**src/ppc_pkg.sv**
```systemverilog
package ppc_pkg;
  // register byte offsets
  localparam logic [7:0] PPC_CTRL_OFF = 8'h00;
  localparam logic [7:0] PPC_SW_STAT_OFF = 8'h04;
  localparam logic [7:0] PPC_DET_STAT_OFF = 8'h08;
  localparam logic [7:0] PPC_CHG_CTRL_OFF = 8'h0c;
  localparam logic [7:0] PPC_CHG_STAT_OFF = 8'h10;
  localparam logic [7:0] PPC_IRQ_STAT_OFF = 8'h14;
  localparam logic [7:0] PPC_IRQ_MASK_OFF = 8'h18;
  localparam logic [7:0] PPC_BUCK_OFF = 8'h1c;
  // control register fields
  localparam int PPC_CTRL_FORCE_BIT = 0;
  localparam int PPC_CTRL_SUSP_BIT = 7;
  localparam logic [7:0] PPC_CTRL_RESET = 8'h01;
  // charger control fields
  localparam int PPC_CHG_EN_BIT = 0;
  localparam int PPC_CHG_SLEEP_ONLY_BIT = 1;
  localparam logic [1:0] PPC_CHG_CTRL_RESET = 2'h0;
  // buck two default setting, 5-bit code
  localparam logic [4:0] PPC_BUCK_RESET = 5'h10;
  // tracking offset in millivolts
  localparam int PPC_TRACK_OFFSET_MV = 260;
  localparam logic [12:0] PPC_TRACK_OFFSET = 13'(PPC_TRACK_OFFSET_MV);
  // interrupt event bits
  localparam int PPC_IRQ_W = 6;
  localparam int PPC_EV_FAULT = 0;
  localparam int PPC_EV_AC = 1;
  localparam int PPC_EV_USB = 2;
  localparam int PPC_EV_OVP = 3;
  localparam int PPC_EV_CHGFLT = 4;
  localparam int PPC_EV_PHASE = 5;
  // recovery source select
  typedef enum logic [2:0] {
    PPC_REC_NONE = 3'b000,
    PPC_REC_AC_RES = 3'b001,
    PPC_REC_USB_RES = 3'b010,
    PPC_REC_ISRC = 3'b100
  } ppc_rec_t;
  // charger phases
  typedef enum logic [3:0] {
    PPC_CH_OFF = 4'b0001,
    PPC_CH_PRE = 4'b0010,
    PPC_CH_CC = 4'b0100,
    PPC_CH_CV = 4'b1000
  } ppc_chg_t;
  // loop in control of charge current
  typedef enum logic [1:0] {
    PPC_LOOP_CUR = 2'h0,
    PPC_LOOP_VOLT = 2'h1,
    PPC_LOOP_PRE = 2'h2,
    PPC_LOOP_THROT = 2'h3
  } ppc_loop_t;
endpackage : ppc_pkg

```
**src/ppc_top.sv**
```systemverilog
module ppc_top
  import ppc_pkg::*;
(
  // clock and reset
  input wire logic aclk,
  input wire logic aresetn,
  input wire logic clk_en,
  // axi4-lite write address
  input wire logic [7:0] s_axi_awaddr,
  input wire logic s_axi_awvalid,
  output logic s_axi_awready,
  // axi4-lite write data
  input wire logic [31:0] s_axi_wdata,
  input wire logic [3:0] s_axi_wstrb,
  input wire logic s_axi_wvalid,
  output logic s_axi_wready,
  // axi4-lite write response
  output logic [1:0] s_axi_bresp,
  output logic s_axi_bvalid,
  input wire logic s_axi_bready,
  // axi4-lite read address
  input wire logic [7:0] s_axi_araddr,
  input wire logic s_axi_arvalid,
  output logic s_axi_arready,
  // axi4-lite read data
  output logic [31:0] s_axi_rdata,
  output logic [1:0] s_axi_rresp,
  output logic s_axi_rvalid,
  input wire logic s_axi_rready,
  // power path comparators
  input wire logic uvlo,
  input wire logic ac_present,
  input wire logic usb_present,
  input wire logic ac_overvoltage_flag,
  input wire logic usb_overvoltage_flag,
  input wire logic rail_short,
  input wire logic bat_overcurrent,
  input wire logic supplement_req,
  input wire logic rail_low,
  // charger comparators
  input wire logic sleep_state,
  input wire logic buck_two_on,
  input wire logic bat_low,
  input wire logic bat_short,
  input wire logic chg_in_short,
  input wire logic at_charge_voltage,
  input wire logic below_term_current,
  input wire logic over_temp,
  input wire logic rail_below_throttle,
  input wire logic thermistor_present,
  input wire logic [11:0] bat_mv,
  // switch drives
  output logic ac_switch_on,
  output logic usb_switch_on,
  output logic bat_switch_on,
  output logic ac_pullup_on,
  output logic usb_pullup_on,
  output logic isrc_on,
  // charger drives
  output logic charger_on,
  output ppc_chg_t chg_phase,
  output ppc_loop_t chg_loop,
  output logic current_reduce,
  output logic bat_short_res_on,
  output logic buck_track,
  output logic [12:0] buck_target_mv,
  output logic [4:0] buck_two_voltage_setting,
  // interrupt
  output logic irq
);
  logic fault;
  logic ac_sw, usb_sw, bat_sw;
  ppc_rec_t rec;
  logic [7:0] ctrl_q;
  logic [1:0] chg_ctrl_q;
  logic [4:0] buck_q;
  logic [PPC_IRQ_W-1:0] irq_stat_q, irq_mask_q, ev;
  logic ac_q, usb_q, ovp_q, chgflt_q;
  ppc_chg_t phase_q, phase_d;
  logic chg_en, chg_fault;
  logic aw_q, w_q;
  logic [7:0] awaddr_q;
  logic [31:0] wdata_q;
  logic [3:0] wstrb_q;
  logic do_wr;
  logic [31:0] rd_d;

  assign fault = rail_short | bat_overcurrent;

  ppc_path_sel i_ppc_path_sel (
    .uvlo(uvlo),
    .force_sel(ctrl_q[PPC_CTRL_FORCE_BIT]),
    .usb_susp(ctrl_q[PPC_CTRL_SUSP_BIT]),
    .ac_det(ac_present),
    .usb_det(usb_present),
    .fault(fault),
    .supl_req(supplement_req),
    .ac_sw(ac_sw),
    .usb_sw(usb_sw),
    .bat_sw(bat_sw),
    .rec(rec)
  );

  // switch outputs registered
  always_ff @(posedge aclk) begin
    if (!aresetn) begin
      ac_switch_on <= 1'b0;
      usb_switch_on <= 1'b0;
      bat_switch_on <= 1'b0;
      ac_pullup_on <= 1'b0;
      usb_pullup_on <= 1'b0;
      isrc_on <= 1'b0;
    end else if (clk_en) begin
      ac_switch_on <= ac_sw;
      usb_switch_on <= usb_sw;
      bat_switch_on <= bat_sw;
      ac_pullup_on <= (rec == PPC_REC_AC_RES);
      usb_pullup_on <= (rec == PPC_REC_USB_RES);
      isrc_on <= (rec == PPC_REC_ISRC);
    end
  end

  // charger allowed only with buck two up; sleep-only mode gates on sleep
  assign chg_en = buck_two_on && chg_ctrl_q[PPC_CHG_EN_BIT] && !uvlo
    && (!chg_ctrl_q[PPC_CHG_SLEEP_ONLY_BIT] || sleep_state);
  assign chg_fault = chg_in_short | bat_short;

  always_comb begin
    phase_d = phase_q;
    case (phase_q)
      PPC_CH_OFF: begin
        if (chg_en && !chg_fault) phase_d = PPC_CH_PRE;
      end
      PPC_CH_PRE: begin
        if (!bat_low) phase_d = PPC_CH_CC;
      end
      PPC_CH_CC: begin
        if (bat_low) phase_d = PPC_CH_PRE;
        else if (at_charge_voltage) phase_d = PPC_CH_CV;
      end
      PPC_CH_CV: begin
        if (bat_low) phase_d = PPC_CH_PRE;
        else if (below_term_current) phase_d = PPC_CH_OFF;
      end
      default: phase_d = PPC_CH_OFF;
    endcase
    if (!chg_en || chg_fault) phase_d = PPC_CH_OFF;
  end

  always_ff @(posedge aclk) begin
    if (!aresetn) begin
      phase_q <= PPC_CH_OFF;
    end else if (clk_en) begin
      phase_q <= phase_d;
    end
  end

  // charger outputs
  always_ff @(posedge aclk) begin
    if (!aresetn) begin
      charger_on <= 1'b0;
      chg_phase <= PPC_CH_OFF;
      chg_loop <= PPC_LOOP_CUR;
      current_reduce <= 1'b0;
      bat_short_res_on <= 1'b0;
    end else if (clk_en) begin
      charger_on <= (phase_d != PPC_CH_OFF);
      chg_phase <= phase_d;
      current_reduce <= over_temp | rail_below_throttle;
      bat_short_res_on <= bat_short & chg_en;
      if (over_temp || rail_below_throttle) begin
        chg_loop <= PPC_LOOP_THROT;
      end else if (phase_d == PPC_CH_PRE) begin
        chg_loop <= PPC_LOOP_PRE;
      end else if (phase_d == PPC_CH_CV) begin
        chg_loop <= PPC_LOOP_VOLT;
      end else begin
        chg_loop <= PPC_LOOP_CUR;
      end
    end
  end

  // buck two tracking; host setting otherwise
  always_ff @(posedge aclk) begin
    if (!aresetn) begin
      buck_track <= 1'b0;
      buck_target_mv <= '0;
      buck_two_voltage_setting <= PPC_BUCK_RESET;
    end else if (clk_en) begin
      buck_two_voltage_setting <= buck_q;
      // battery-only operation or missing thermistor drops to fixed setting
      if (phase_d == PPC_CH_CC && thermistor_present && !bat_sw && !chg_fault) begin
        buck_track <= 1'b1;
        buck_target_mv <= {1'b0, bat_mv} + PPC_TRACK_OFFSET;
      end else begin
        buck_track <= 1'b0;
        buck_target_mv <= '0;
      end
    end
  end

  // event edges for the interrupt block
  always_ff @(posedge aclk) begin
    if (!aresetn) begin
      ac_q <= 1'b0;
      usb_q <= 1'b0;
      ovp_q <= 1'b0;
      chgflt_q <= 1'b0;
    end else if (clk_en) begin
      ac_q <= ac_present;
      usb_q <= usb_present;
      ovp_q <= ac_overvoltage_flag | usb_overvoltage_flag;
      chgflt_q <= chg_fault;
    end
  end

  always_comb begin
    ev = '0;
    ev[PPC_EV_FAULT] = fault;
    ev[PPC_EV_AC] = ac_present ^ ac_q;
    ev[PPC_EV_USB] = usb_present ^ usb_q;
    ev[PPC_EV_OVP] = (ac_overvoltage_flag | usb_overvoltage_flag) & ~ovp_q;
    ev[PPC_EV_CHGFLT] = chg_fault & ~chgflt_q;
    ev[PPC_EV_PHASE] = (phase_d != phase_q);
  end

  // axi4-lite write: address and data taken in either order
  assign do_wr = aw_q && w_q && !s_axi_bvalid;
  always_ff @(posedge aclk) begin
    if (!aresetn) begin
      aw_q <= 1'b0;
      w_q <= 1'b0;
      awaddr_q <= '0;
      wdata_q <= '0;
      wstrb_q <= '0;
      s_axi_awready <= 1'b0;
      s_axi_wready <= 1'b0;
      s_axi_bvalid <= 1'b0;
      s_axi_bresp <= 2'h0;
    end else if (clk_en) begin
      s_axi_awready <= !aw_q && !(s_axi_awvalid && s_axi_awready);
      s_axi_wready <= !w_q && !(s_axi_wvalid && s_axi_wready);
      if (s_axi_awvalid && s_axi_awready) begin
        aw_q <= 1'b1;
        awaddr_q <= s_axi_awaddr;
      end
      if (s_axi_wvalid && s_axi_wready) begin
        w_q <= 1'b1;
        wdata_q <= s_axi_wdata;
        wstrb_q <= s_axi_wstrb;
      end
      if (do_wr) begin
        aw_q <= 1'b0;
        w_q <= 1'b0;
        s_axi_bvalid <= 1'b1;
        case (awaddr_q)
          PPC_CTRL_OFF, PPC_CHG_CTRL_OFF, PPC_IRQ_STAT_OFF, PPC_IRQ_MASK_OFF,
          PPC_BUCK_OFF: s_axi_bresp <= 2'h0;
          PPC_SW_STAT_OFF, PPC_DET_STAT_OFF, PPC_CHG_STAT_OFF: s_axi_bresp <= 2'h0;
          default: s_axi_bresp <= 2'h2;
        endcase
      end else if (s_axi_bvalid && s_axi_bready) begin
        s_axi_bvalid <= 1'b0;
      end
    end
  end

  // software registers
  always_ff @(posedge aclk) begin
    if (!aresetn) begin
      ctrl_q <= PPC_CTRL_RESET;
      chg_ctrl_q <= PPC_CHG_CTRL_RESET;
      buck_q <= PPC_BUCK_RESET;
      irq_mask_q <= '0;
    end else if (clk_en && do_wr && wstrb_q[0]) begin
      case (awaddr_q)
        PPC_CTRL_OFF: ctrl_q <= wdata_q[7:0];
        PPC_CHG_CTRL_OFF: chg_ctrl_q <= wdata_q[1:0];
        PPC_BUCK_OFF: buck_q <= wdata_q[4:0];
        PPC_IRQ_MASK_OFF: irq_mask_q <= wdata_q[PPC_IRQ_W-1:0];
        default: ;
      endcase
    end
  end

  // sticky status, write one to clear; a new event wins over the clear
  always_ff @(posedge aclk) begin
    if (!aresetn) begin
      irq_stat_q <= '0;
      irq <= 1'b0;
    end else if (clk_en) begin
      if (do_wr && wstrb_q[0] && awaddr_q == PPC_IRQ_STAT_OFF) begin
        irq_stat_q <= (irq_stat_q & ~wdata_q[PPC_IRQ_W-1:0]) | ev;
      end else begin
        irq_stat_q <= irq_stat_q | ev;
      end
      irq <= |(irq_stat_q & irq_mask_q);
    end
  end

  always_comb begin
    rd_d = '0;
    case (s_axi_araddr)
      PPC_CTRL_OFF: rd_d[7:0] = ctrl_q;
      PPC_SW_STAT_OFF: rd_d[2:0] = {usb_switch_on, ac_switch_on, bat_switch_on};
      PPC_DET_STAT_OFF: rd_d[4:0] = {usb_overvoltage_flag, ac_overvoltage_flag, usb_present, ac_present, rail_low};
      PPC_CHG_CTRL_OFF: rd_d[1:0] = chg_ctrl_q;
      PPC_CHG_STAT_OFF: rd_d[10:0] = {chg_in_short, bat_short, buck_track,
        current_reduce, chg_loop, charger_on, chg_phase};
      PPC_IRQ_STAT_OFF: rd_d[PPC_IRQ_W-1:0] = irq_stat_q;
      PPC_IRQ_MASK_OFF: rd_d[PPC_IRQ_W-1:0] = irq_mask_q;
      PPC_BUCK_OFF: rd_d[4:0] = buck_q;
      default: rd_d = '0;
    endcase
  end

  // axi4-lite read, one outstanding
  always_ff @(posedge aclk) begin
    if (!aresetn) begin
      s_axi_arready <= 1'b0;
      s_axi_rvalid <= 1'b0;
      s_axi_rdata <= '0;
      s_axi_rresp <= 2'h0;
    end else if (clk_en) begin
      s_axi_arready <= !s_axi_rvalid && !(s_axi_arvalid && s_axi_arready);
      if (s_axi_arvalid && s_axi_arready) begin
        s_axi_rvalid <= 1'b1;
        s_axi_rdata <= rd_d;
        s_axi_rresp <= (s_axi_araddr > PPC_BUCK_OFF || s_axi_araddr[1:0] != 2'h0)
          ? 2'h2 : 2'h0;
      end else if (s_axi_rvalid && s_axi_rready) begin
        s_axi_rvalid <= 1'b0;
      end
    end
  end
endmodule : ppc_top

```
**src/ppc_path_sel.sv**
```systemverilog
module ppc_path_sel
  import ppc_pkg::*;
(
  // detection and control
  input wire logic uvlo,
  input wire logic force_sel,
  input wire logic usb_susp,
  input wire logic ac_det,
  input wire logic usb_det,
  input wire logic fault,
  input wire logic supl_req,
  // switch decisions
  output logic ac_sw,
  output logic usb_sw,
  output logic bat_sw,
  output ppc_rec_t rec
);
  always_comb begin
    ac_sw = 1'b0;
    usb_sw = 1'b0;
    bat_sw = 1'b0;
    rec = PPC_REC_NONE;
    if (uvlo) begin
      rec = PPC_REC_NONE;
    end else if (fault) begin
      if (ac_det) begin
        rec = PPC_REC_AC_RES;
      end else if (usb_det) begin
        rec = PPC_REC_USB_RES;
      end else begin
        rec = PPC_REC_ISRC;
      end
    end else if (!force_sel) begin
      bat_sw = 1'b1;
    end else if (ac_det) begin
      ac_sw = 1'b1;
      bat_sw = supl_req;
    end else if (usb_det && !usb_susp) begin
      usb_sw = 1'b1;
      bat_sw = supl_req;
    end else begin
      bat_sw = 1'b1;
    end
  end
endmodule : ppc_path_sel

```
**config.mk**
```make
export PLATFORM = sky130hd
export DESIGN_NAME = ppc_top
export DESIGN_NICKNAME = d
export VERILOG_FILES = /design/src/ppc_pkg.sv /design/src/ppc_top.sv /design/src/ppc_path_sel.sv
export SDC_FILE = /design/constraint.sdc
export NUM_CORES = 1
export LEC_CHECK = 0
export ABC_AREA = 0
export BUFFER_PORTS_ARGS = -buffer_cell sky130_fd_sc_hd__buf_2
export CELL_PAD_IN_SITES_DETAIL_PLACEMENT = 1
export CELL_PAD_IN_SITES_GLOBAL_PLACEMENT = 1
export CORE_AREA = 2 2 117 119
export DETAILED_ROUTE_END_ITERATION = 12
export DIE_AREA = 0 0 119 121
export GPL_TIMING_DRIVEN = 0
export PLACE_DENSITY_LB_ADDON = 0.1
export SYNTH_ARGS = -nofsm -noshare
export SYNTH_HDL_FRONTEND = slang
export SYNTH_HIERARCHICAL = 1
export SYNTH_SLANG_ARGS = --single-unit
```
**constraint.sdc**
```tcl
create_clock -name aclk -period 3.3 [get_ports aclk]
set_input_delay 0.33 -clock aclk [delete_from_list [all_inputs] [get_ports aclk]]
set_output_delay 0.33 -clock aclk [all_outputs]
set_load 0.03 [all_outputs]
```
==> results of run 1 <==
==> power breakdown <==
part	leakage [uW]	total (uW)	switching (uW)	internal, uW
registers	0.000843	1300	22.6	1280
logic	0.00169	317	195	122
clock network	0.000142	1100	490	609
==> flip-flops by register name, indices dropped and copies added, names as in the netlist, 2 cells and up, named ones only <==
register and flops:
s_axi_rdata 11, chg_phase 4, irq_mask_q 6, buck_q 5, ctrl_q 8, buck_target_mv 13
wdata_q 8, chg_ctrl_q 2, buck_two_voltage_setting 5, irq_stat_q 6, awaddr_q 8, chg_loop 2
==> Yosys cell counts (all sizes together), types with 2 or more instances <==
master | count | area (sq um)
nor2 | 26 | 100
o2bb2ai | 2 | 17.5
and3b | 2 | 17.5
or4b | 3 | 33.8
nor4b | 3 | 47.5
dfxtp | 104 | 2080
or4 | 3 | 26.3
or2 | 2 | 12.5
nand2 | 75 | 282
nand3 | 23 | 115
a22oi | 10 | 75.1
a31oi | 3 | 18.8
nor3 | 10 | 55.1
o21ai | 20 | 100
a21oi | 11 | 55.1
nand4 | 5 | 37.5
a221oi | 2 | 17.5
nand2b | 8 | 57.6
and3 | 6 | 37.5
o31a | 3 | 26.3
clkbuf | 27 | 101
o211a | 3 | 30.0
xor2 | 7 | 61.3
o211ai | 3 | 22.5
inv | 11 | 41.3
nor2b | 40 | 250
mux4 | 3 | 67.6
and2 | 13 | 81.3
buf | 30 | 209
o21a | 6 | 45.0
a21boi | 37 | 278
xnor2 | 4 | 35.0
a21bo | 2 | 20.0
mux2 | 5 | 56.3
mux2i | 35 | 350
a22o | 11 | 96.3
==> layout make-up <==
cell class / count / area (sq um)
fillers: 1593 / 6790
multi-input cells: 426 / 2780
flip-flops and latches: 104 / 2080
repair buffers: 114 / 571
plain buffers: 57 / 310
clock buffers: 11 / 243
well taps: 176 / 220
clock inverters: 4 / 55.1
inverters: 11 / 41.3
==> per-stage QoR <==
step | hold slack, ps | std cells
3_5_place_dp | 460 | 888
4_1_cts | 219 | 903
6_report | 228 | 903
5_1_grt | 231 | 903
3_3_place_gp | 455 | 888
2_1_floorplan | 443 | 598
==> worst paths after layout <==
| kind | cells past startpoint | endpoint | slack, ps | from |
|---|---|---|---|---|
| worst max-delay path | 6 | buck_target_mv[12] | 1050 | chg_phase[0] |
| worst min-delay path | 3 | wdata_q[2] | 230 | s_axi_wdata[2] |
| worst max register to register | 6 | buck_target_mv[12] | 1050 | chg_phase[0] |
| worst min register to register | 2 | s_axi_rdata[8] | 460 | s_axi_rdata[8] |
==> layer usage <==
metal	routed length, um	vias up
met3	551	21
met2	7960	108
met4	345	0
met1	7390	2219
li1	-	2265
met5	0	-
==> kinds of logic after synthesis <==
kind of cell,Yosys count,share of synthesized area (%)
xor gates and xnor gates,11,1.88
buffers and inverters,68,6.86
and+or+nand+nor,224,23.6
adders and majority gates,1,0.244
DFF,104,40.6
muxes,43,9.25
AOI/OAI and AO/OA,124,17.5
other,1,0.0731
==> worst reg2reg max path, stage by stage, from the launching register on <==
cell     delay [ps]
dfxtp_1         310
buf_2           180
nor3_1          410
nand4_2         270
or4b_4          590
o32ai_1         280
and2_1          160
==> summary.txt, run 1 <==
Critical path
  • CP bufs+invs: 1
  • Crit-path slowest cell: or4b_4
  • Max FO, Critical Path: 9
  • Worst-path cell chain: buf_2 > nor3_1 > nand4_2 > or4b_4 > o32ai_1 > and2_1
  • Crit-path leading delay family: simple AND/OR/NAND/NOR gates
  • Worst Path Required: 3600 ps
  • Setup crit end kind: register
  • CP peak stage delay: 590 ps
  • Critical path arrival: 2550 ps
  • Critical path class: reg2reg
  • CP startpoint kind: register

Synthesis
  • Mapped cell area: 5130 sq um
  • Top FF cell, synth: dfxtp_1
  • Unique masters post-synth: 65
  • Synthesized instance count: 576
  • Synth warn: 6
  • EDFF count, synth: 0
  • Synth Area per Inst: 8.90 sq um
  • FF+latch count, synth: 104
  • Ys async rst share: 0%
  • Register area share after synthesis: 40.6%

Route
  • Residual DRC: 0
  • Routed Antenna Nets: 0
  • Drt first-iter violations: 209
  • Routed len/inst: 18.0 um
  • Via density per instance: 5.11
  • First-pass DRT Iterations: 4
  • Final WL: 16,200 um
  • Total number of vias: 4,613

GRT
  • Global route overflow: 0
  • GRT busiest layer: met2
  • Largest net degree at the start of global routing: 17
  • First-pass GRT wire length: 25,800 um
  • GR Util met1: 29.5%
  • Vias in the first global route: 4,691
  • Met2 Use GR: 40.2%
  • Tot GR Track Use: 23.2%
  • Initial antenna violation count: 0
  • Met3 usage: 3.15%

Power
  • Static Leak: 0.00267 uW
  • PwrDens: 431 nW/um^2
  • Power, Total: 2720 uW
  • VDD IR max: 221 uV

Finish
  • Most frequent cells in the layout: buf_2, dfxtp_1, nand2_1
  • Design area: 6300 sq um
  • Most common cell after layout, fill and taps aside: buf_2
  • Diode count: 0
  • Core Util, Final: 48.1%
  • Share of cells above drive strength 1: 24.8%
  • NumNets Final: 815
  • P&R area growth vs syn: 22.8%

STA
  • Setup TNS Final: 0 ps
  • Period utilization: 68.2%
  • Count of final max-slew check failures: 0
  • Worst setup margin: 1050 ps
  • Max frequency: 0.444 GHz
  • Slew margin rel.: 41.8%
  • Worst Clk Skew: 6.87 ps
  • Minimum clock period: 2250 ps
  • Final Setup Violations: 0
  • Worst-margin pin slew: 873 ps
  • RSZ-0062 raised after global routing: false
  • Final hold vios: 0

Die
  • Die Span X: 119 um
  • Die ar.: 14,400 sq um
  • Starting Density: 39.2%
  • Die height: 121 um
  • Core area: 13,100 sq um
  • Num ports: 167
  • Row cnt: 42

Place
  • Port Buffers: 114
  • Area after DPL: 6000 sq um
  • Pre-CTS WS: 746 ps
  • Detail Placement HPWL: 12,600 um
  • GPL Wtd Cong: 0.914

Clocking
  • Clock Latency Late Sink: 350 ps
  • Clk slew on worst S/H paths: 70 ps
  • Root Driver: clkbuf_16
  • Clock Sinks: 104
  • TritonCTS Buffers: 9
  • Post-CTS Setup Inserts: 0
  • Post-CTS sizing: 0
  • Hold_buf cts: 0
  • Longest Clk Path Bufs: 2
  • CTS tree: done
  • # H-tree levels: 3

Outcome
  • Status: complete, no violations

Worst hold path
  • Hold Crit Class: in2reg

Flow run
  • MaxCap Viol Count: 0
No activity file was read; power rests on OpenSTA's default activity.
==> inputs of run 2 (changes only) <==
--- a/config.mk
+++ b/config.mk
@@ -9,9 +9,9 @@
 export BUFFER_PORTS_ARGS = -buffer_cell sky130_fd_sc_hd__buf_2
 export CELL_PAD_IN_SITES_DETAIL_PLACEMENT = 1
 export CELL_PAD_IN_SITES_GLOBAL_PLACEMENT = 1
-export CORE_AREA = 2 2 117 119
+export CORE_AREA = 2 2 126 128
 export DETAILED_ROUTE_END_ITERATION = 12
-export DIE_AREA = 0 0 119 121
+export DIE_AREA = 0 0 128 130
 export GPL_TIMING_DRIVEN = 0
 export PLACE_DENSITY_LB_ADDON = 0.1
 export SYNTH_ARGS = -nofsm -noshare
==> constraint.sdc (replaced) <==
create_clock -name aclk -period 2 [get_ports aclk]
set_input_delay 0.2 -clock aclk [delete_from_list [all_inputs] [get_ports aclk]]
set_output_delay 0.2 -clock aclk [all_outputs]
set_load 0.03 [all_outputs]
==> run 2 against run 1 <==
Routed wire length rose by 2.0%; first-iteration DRC count fell by 17%; power increased by 66%; sequential power increased by 65%; global-route usage fell by 2.9 points.
==> summary.txt, run 2 (synthesized netlist as in run 1, its figures left out) <==
GRT
  • Vias in the first global route: 4,575 (-2.5%)
  • Largest net degree at the start of global routing: 19 (+2)
  • First-pass GRT wire length: 25,800 um (-0.19%)
  • Tot GR Track Use: 20.3% (-2.9 points)
  • Initial antenna violation count: 0 (unchanged)
  • Global route overflow: 0 (unchanged)

STA
  • Worst-margin pin slew: 728 ps (-145 ps)
  • Min Hold Slack: 96.5 ps (-132 ps)
  • Max frequency: 0.508 GHz (+14%)
  • Final hold vios: 0 (unchanged)
  • Count of final max-slew check failures: 0 (unchanged)
  • Worst setup margin: 32.8 ps (-1020 ps)
  • Slew margin rel.: 51.5% (+9.6 points)
  • Period utilization: 98.4% (+30 points)
  • Worst Clk Skew: 6.09 ps (-0.785 ps)
  • Minimum clock period: 1970 ps (-284 ps)
  • RSZ-0062 raised after global routing: true
  • Final Setup Violations: 0 (unchanged)

Finish
  • Max reg flops: 13 (unchanged)
  • Core Util, Final: 41.9% (-6.2 points)
  • Top Registers: buck_target_mv: 13 flops, s_axi_rdata: 11 flops
  • Number of fill cells in the layout: 1,892 (+19%)
  • Share of cells above drive strength 1: 28.2% (+3.4 points)
  • Design area: 6460 sq um (+2.6%)
  • Most frequent cells in the layout: buf_2, dfxtp_1, nand2_1
  • P&R area growth vs syn: 26.0%
  • Most common cell after layout, fill and taps aside: buf_2
  • NumNets Final: 822 (+0.86%)
  • Diode count: 0 (unchanged)
  • Top reg by flops: buck_target_mv

Critical path
  • Worst Path Required: 2220 ps (-1380 ps)
  • Max FO, Critical Path: 8 (-1)
  • Critical path class: reg2reg
  • Setup crit end kind: register
  • CP startpoint kind: register
  • Critical path arrival: 2180 ps (-370 ps)

Power
  • VDD IR max: 393 uV (+78%)
  • PwrDens: 696 nW/um^2 (+61%)
  • Static Leak: 0.00274 uW (+2.6%)

Clocking
  • Hold_buf cts: 0 (unchanged)
  • Clock Latency Late Sink: 350 ps (about the same)
  • TritonCTS Buffers: 9 (unchanged)
  • Clock Sinks: 104 (unchanged)
  • Root Driver: clkbuf_16
  • CTS tree: done
  • # H-tree levels: 3 (unchanged)
  • Longest Clk Path Bufs: 2 (unchanged)
  • Clk slew on worst S/H paths: 70 ps (about the same)

Worst hold path
  • Hold Crit Class: in2reg

Route
  • Total number of vias: 4,635 (+0.48%)
  • First-pass DRT Iterations: 4 (unchanged)
  • Final WL: 16,600 um (+2.0%)
  • Via density per instance: 5.00 (-2.1%)
  • Drt first-iter violations: 174 (-17%)
  • Residual DRC: 0 (unchanged)
  • Routed Antenna Nets: 0 (unchanged)
  • Routed len/inst: 17.9 um (-0.59%)

Flow run
  • MaxCap Viol Count: 0 (unchanged)

Die
  • Starting Density: 33.2% (-5.9 points)
  • Die height: 130 um (+7.4%)
  • Num ports: 167 (unchanged)
  • Core area: 15,400 sq um (+18%)
  • Row cnt: 46 (+9.5%)
  • Die Span X: 128 um (+7.6%)
  • Die ar.: 16,600 sq um (+16%)

Place
  • Area after DPL: 6040 sq um (+0.69%)
  • GPL Wtd Cong: 0.874 (-4.3%)
  • Detail Placement HPWL: 12,900 um (+2.2%)
  • Pre-CTS WS: -380 ps (-1130 ps)
  • Port Buffers: 114 (unchanged)

Outcome
  • Status: complete, no violations
## run 2: cell types whose count changed in the layout (fill, tap and decap cells not counted), sizes merged
cell and delta:
buf +9, clkdlybuf4s15 +1, clkbuf -5, clkinv -1, clkinvlp +2, inv +2
## run 2: power breakdown
| part | switching, uW | internal [uW] | total [uW] | leakage [uW] |
|---|---|---|---|---|
| clock network | 841 | 983 | 1820 | 0.000139 |
| logic | 324 | 202 | 526 | 0.00176 |
| registers | 38.9 | 2110 | 2150 | 0.000845 |
| total | 1200 | 3290 | 4500 | 0.00274 |
## run 2: worst paths after layout
path | from | to | slack (ps) | depth (start not counted)
worst max-delay path | s_axi_bvalid | ctrl_q[0] | 30 | 5
worst min-delay path | s_axi_wdata[4] | wdata_q[4] | 100 | 3
worst max register to register | s_axi_bvalid | ctrl_q[0] | 30 | 5
worst min register to register | s_axi_rdata[10] | s_axi_rdata[10] | 470 | 2
## run 2: final cells by class
| class | count | area (sq um) | share of cell area [%] |
|---|---|---|---|
| Buffer | 54 | 312 | 4.82 |
| Clock buffer | 9 | 225 | 3.48 |
| Clock inverter | 7 | 78.8 | 1.22 |
| Inverter | 11 | 41.3 | 0.639 |
| Multi-Input combinational cell | 426 | 2830 | 43.7 |
| Sequential cell | 104 | 2090 | 32.3 |
| Tap cell | 192 | 240 | 3.72 |
| Timing Repair Buffer | 124 | 649 | 10.0 |
## run 2: critical path, cell delays in order (launching register included)
cell and delay (ps):
dfxtp_4 340, nand4b_4 180, or4_4 450, or4_4 620, mux2i_1 190, nand2_1 60
## run 2: repair_timing
item	4_1_cts	5_1_grt
pin swaps	2	1
setup buffers	6	4
setup endpoints to repair	34	28
gates resized for setup	13	17
## run 2: metrics by stage
stage               setup TNS [ps]  cells  total power (uW)
floorplan                        0    598              2520
global placement             -6130    904              2710
detailed placement           -7610    904              2720
CTS                              0    926              4550
global route                 -32.7    927              4700
finish                           0    927              4500
## run 2: metal layers
metal	share of wire (%)	global-route usage [%]	up-vias
li1	-	-	2274
met1	45	26.1	2264
met2	50	35.5	83
met3	3.1	2.62	14
met4	1.4	6.33	0
met5	0	0	-
==> inputs of run 3 (changes only) <==
--- a/config.mk
+++ b/config.mk
@@ -5,13 +5,13 @@
 export SDC_FILE = /design/constraint.sdc
 export NUM_CORES = 1
 export LEC_CHECK = 0
-export ABC_AREA = 0
+export ABC_AREA = 1
 export BUFFER_PORTS_ARGS = -buffer_cell sky130_fd_sc_hd__buf_2
 export CELL_PAD_IN_SITES_DETAIL_PLACEMENT = 1
 export CELL_PAD_IN_SITES_GLOBAL_PLACEMENT = 1
-export CORE_AREA = 2 2 126 128
+export CORE_AREA = 2 2 127 129
 export DETAILED_ROUTE_END_ITERATION = 12
-export DIE_AREA = 0 0 128 130
+export DIE_AREA = 0 0 129 131
 export GPL_TIMING_DRIVEN = 0
 export PLACE_DENSITY_LB_ADDON = 0.1
 export SYNTH_ARGS = -nofsm -noshare
==> run 3 against run 2 <==
Fmax up 13%; clock power up 8%; core utilization shrank 2.6 points; routed wire length grew 3.0%; worst setup slack gained 230 ps; first-iteration DRC count grew 39%; critical path depth grew 7; sequential share of layout area is 1.7 points higher; synthesized cell count is 15% higher; hold slack gained 4.5 ps; clock-buffer cell count unchanged; largest power group unchanged.
==> summary.txt, run 3 <==
Critical path
  • Worst-case reg-to-reg path depth: 12 (+7)
  • Worst Path Required: 2220 ps (about the same)
  • Setup crit end kind: register
  • Max FO, Critical Path: 5 (-3)
  • CP startpoint kind: register
  • Critical path arrival: 1950 ps (-230 ps)
  • Worst r2r dst: irq_stat_q[5]
  • RR Startpoint: chg_phase[0]
  • R2R Setup Slk: 260 ps (+230 ps)
  • Worst Setup SP: chg_phase[0]
  • Critical path class: reg2reg

Place
  • Pre-CTS WS: 19.4 ps (+400 ps)
  • Area after DPL: 5790 sq um (-4.1%)
  • Port Buffers: 116 (+1.8%)
  • GPL Wtd Cong: 0.887 (+1.5%)
  • Detail Placement HPWL: 13,400 um (+4.5%)

STA
  • Setup TNS Final: 0 ps (unchanged)
  • Max frequency: 0.576 GHz (+13%)
  • Minimum clock period: 1740 ps (-232 ps)
  • RSZ-0062 raised after global routing: false
  • Worst setup margin: 265 ps (+232 ps)
  • Period utilization: 86.8% (-12 points)
  • Worst Clk Skew: 9.80 ps (+3.71 ps)
  • Count of final max-slew check failures: 0 (unchanged)
  • Final Setup Violations: 0 (unchanged)
  • Worst-margin pin slew: 674 ps (-53.9 ps)
  • Final hold vios: 0 (unchanged)
  • Slew margin rel.: 54.6% (+3.2 points)

Synthesis
  • Top cells by area, synth: dfxtp_1, a21oi_1, nand2_1
  • Cell with the most instances after synthesis: nand2_1
  • Synthesized instance count: 660 (+15%)
  • Unique masters post-synth: 49 (-25%)
  • FF+latch count, synth: 104 (unchanged)
  • Top FF cell, synth: dfxtp_1
  • Ys async rst share: 0% (unchanged)
  • Synth area leader: dfxtp_1
  • Register area share after synthesis: 42.9% (+2.2 points)
  • EDFF count, synth: 0 (unchanged)
  • Synth warn: 6 (unchanged)
  • Most common library cells after synthesis: nand2_1, dfxtp_1, a21oi_1
  • Synth Area per Inst: 7.36 sq um (-17%)
  • Area share of the largest cell type after synthesis: 42.9% (+2.2 points)
  • Mapped cell area: 4860 sq um (-5.2%)

Power
  • PwrDens: 773 nW/um^2 (+11%)
  • Static Leak: 0.00269 uW (-1.9%)
  • VDD IR max: 341 uV (-13%)

Route
  • Via density per instance: 4.81 (-3.7%)
  • Routed len/inst: 16.6 um (-7.3%)
  • Final WL: 17,100 um (+3.0%)
  • Drt first-iter violations: 242 (+39%)
  • Total number of vias: 4,958 (+7.0%)
  • Routed Antenna Nets: 0 (unchanged)
  • First-pass DRT Iterations: 4 (unchanged)
  • Residual DRC: 0 (unchanged)

Clocking
  • Clock Latency Late Sink: 350 ps (about the same)
  • Clock Sinks: 104 (unchanged)
  • Root Driver: clkbuf_16
  • TritonCTS Buffers: 9 (unchanged)
  • Clk slew on worst S/H paths: 80 ps (about the same)
  • CTS tree: done
  • # H-tree levels: 3 (unchanged)
  • Longest Clk Path Bufs: 2 (unchanged)

Worst hold path
  • Hold Path Origin: bat_mv[0]
  • Hold Crit Class: in2reg
  • WHS Path Cells: 3 (unchanged)
  • Hold Path Sink: buck_target_mv[0]

Die
  • Die height: 131 um (+0.77%)
  • Die Span X: 129 um (+0.78%)
  • Starting Density: 31.1% (-2.1 points)
  • Row cnt: 46 (unchanged)
  • Core area: 15,600 sq um (+1.1%)
  • Num ports: 167 (unchanged)
  • Die ar.: 16,900 sq um (+1.6%)

GRT
  • Largest net degree at the start of global routing: 19 (unchanged)
  • Initial antenna violation count: 1 (+1)
  • Vias in the first global route: 4,828 (+5.5%)
  • Global route overflow: 0 (unchanged)
  • First-pass GRT wire length: 26,300 um (+2.2%)
  • Tot GR Track Use: 20.3% (about the same)

Finish
  • Diode count: 0 (unchanged)
  • NumNets Final: 901 (+9.6%)
  • P&R area growth vs syn: 26.0% (about the same)
  • Most frequent cells in the layout: nand2_1, buf_2, dfxtp_1
  • Max reg flops: 13 (unchanged)
  • Share of cells above drive strength 1: 23.8% (-4.3 points)
  • Top Registers: buck_target_mv: 13 flops, s_axi_rdata: 11 flops
  • Top reg by flops: buck_target_mv
  • Most common cell after layout, fill and taps aside: nand2_1
  • Design area: 6120 sq um (-5.3%)

Outcome
  • Status: complete, no violations

Flow run
  • MaxCap Viol Count: 0 (unchanged)
[run 3: changes by cell type after synthesis, sizes merged, moves of 8 or more]
| cell | delta |
|---|---|
| nor2b | -40 |
| nand2 | +51 |
| inv | +60 |
| a22oi | -8 |
| mux2i | -35 |
| a21boi | -37 |
| a21oi | +84 |
| nand2b | -8 |
| o21ai | +47 |
| nor2 | +25 |
| a22o | -10 |
| and2 | -13 |
[run 3: cells by family after synthesis]
family          share of synthesized area (%)
fa+ha+maj                               0.257
xor+xnor                                0.721
compound gates                           22.7
buf+inv                                  11.5
flops                                    42.9
simple gates                             21.9
other cells                            0.0772
[run 3: final cells by class]
cell class / instances / area (sq um)
fill: 2014 / 9480
tap: 216 / 270
buffer: 50 / 290
clock inverter: 7 / 104
multi-input combinational: 456 / 2300
inverter: 72 / 270
clock buffer: 9 / 225
timing repair buffer: 116 / 581
sequential: 104 / 2080
[run 3: worst max-delay path by stage]
| stage | end | slack, ps | depth (start not counted) |
|---|---|---|---|
| 6_report | irq_stat_q[5] | 260 | 12 |
| 5_1_grt | ctrl_q[7] | 10 | 9 |
| 4_1_cts | ctrl_q[7] | 230 | 9 |
| 3_5_place_dp | buck_two_voltage_setting[2] | 20 | 5 |
| 3_3_place_gp | bat_short_res_on | -8 | 5 |
| 2_1_floorplan | irq_stat_q[5] | 440 | 11 |
[run 3: timing repair]
| item | CTS | global route |
|---|---|---|
| hold buffers | 0 | 0 |
| setup buffers | 0 | 0 |
| gates resized for setup | 0 | 1 |
| endpoints found under the hold margin | 0 | 0 |
| endpoints found under the setup margin | 0 | 1 |
[run 3: per-stage QoR]
step | util (%) | total power (uW) | hold WS (ps) | cells
6_report | 39.3 | 4730 | 101 | 1030
4_1_cts | 39.2 | 4770 | 95.7 | 1030
5_1_grt | 39.3 | 4930 | 121 | 1030
2_1_floorplan | - | 2590 | 335 | 682
3_5_place_dp | 37.1 | 2810 | 457 | 1014
3_3_place_gp | 37.1 | 2800 | 444 | 1014
[run 3: power by group]
part | internal (uW) | switching (uW)
clock | 1110 | 854
sequential | 2130 | 49.6
combinational | 185 | 396
[run 3: critical path: stages, from the launching register on]
cell,delay [ps]
dfxtp_1,360
inv_1,200
nand2_1,100
nor2_1,150
nand2_1,70
nand2_1,140
nand2_1,70
nand2_1,60
nand2_1,50
nor2_1,100
nand3_1,110
nand2_1,110
a21oi_1,80
[run 3: routing by layer]
metal / GRT usage, % / share of wire (%) / up-vias
li1: - / - / 2456
met1: 28.1 / 48 / 2379
met2: 33.3 / 47 / 114
met3: 3.95 / 4.4 / 9
met4: 3.96 / 0.71 / 0
met5: 0 / 0 / -
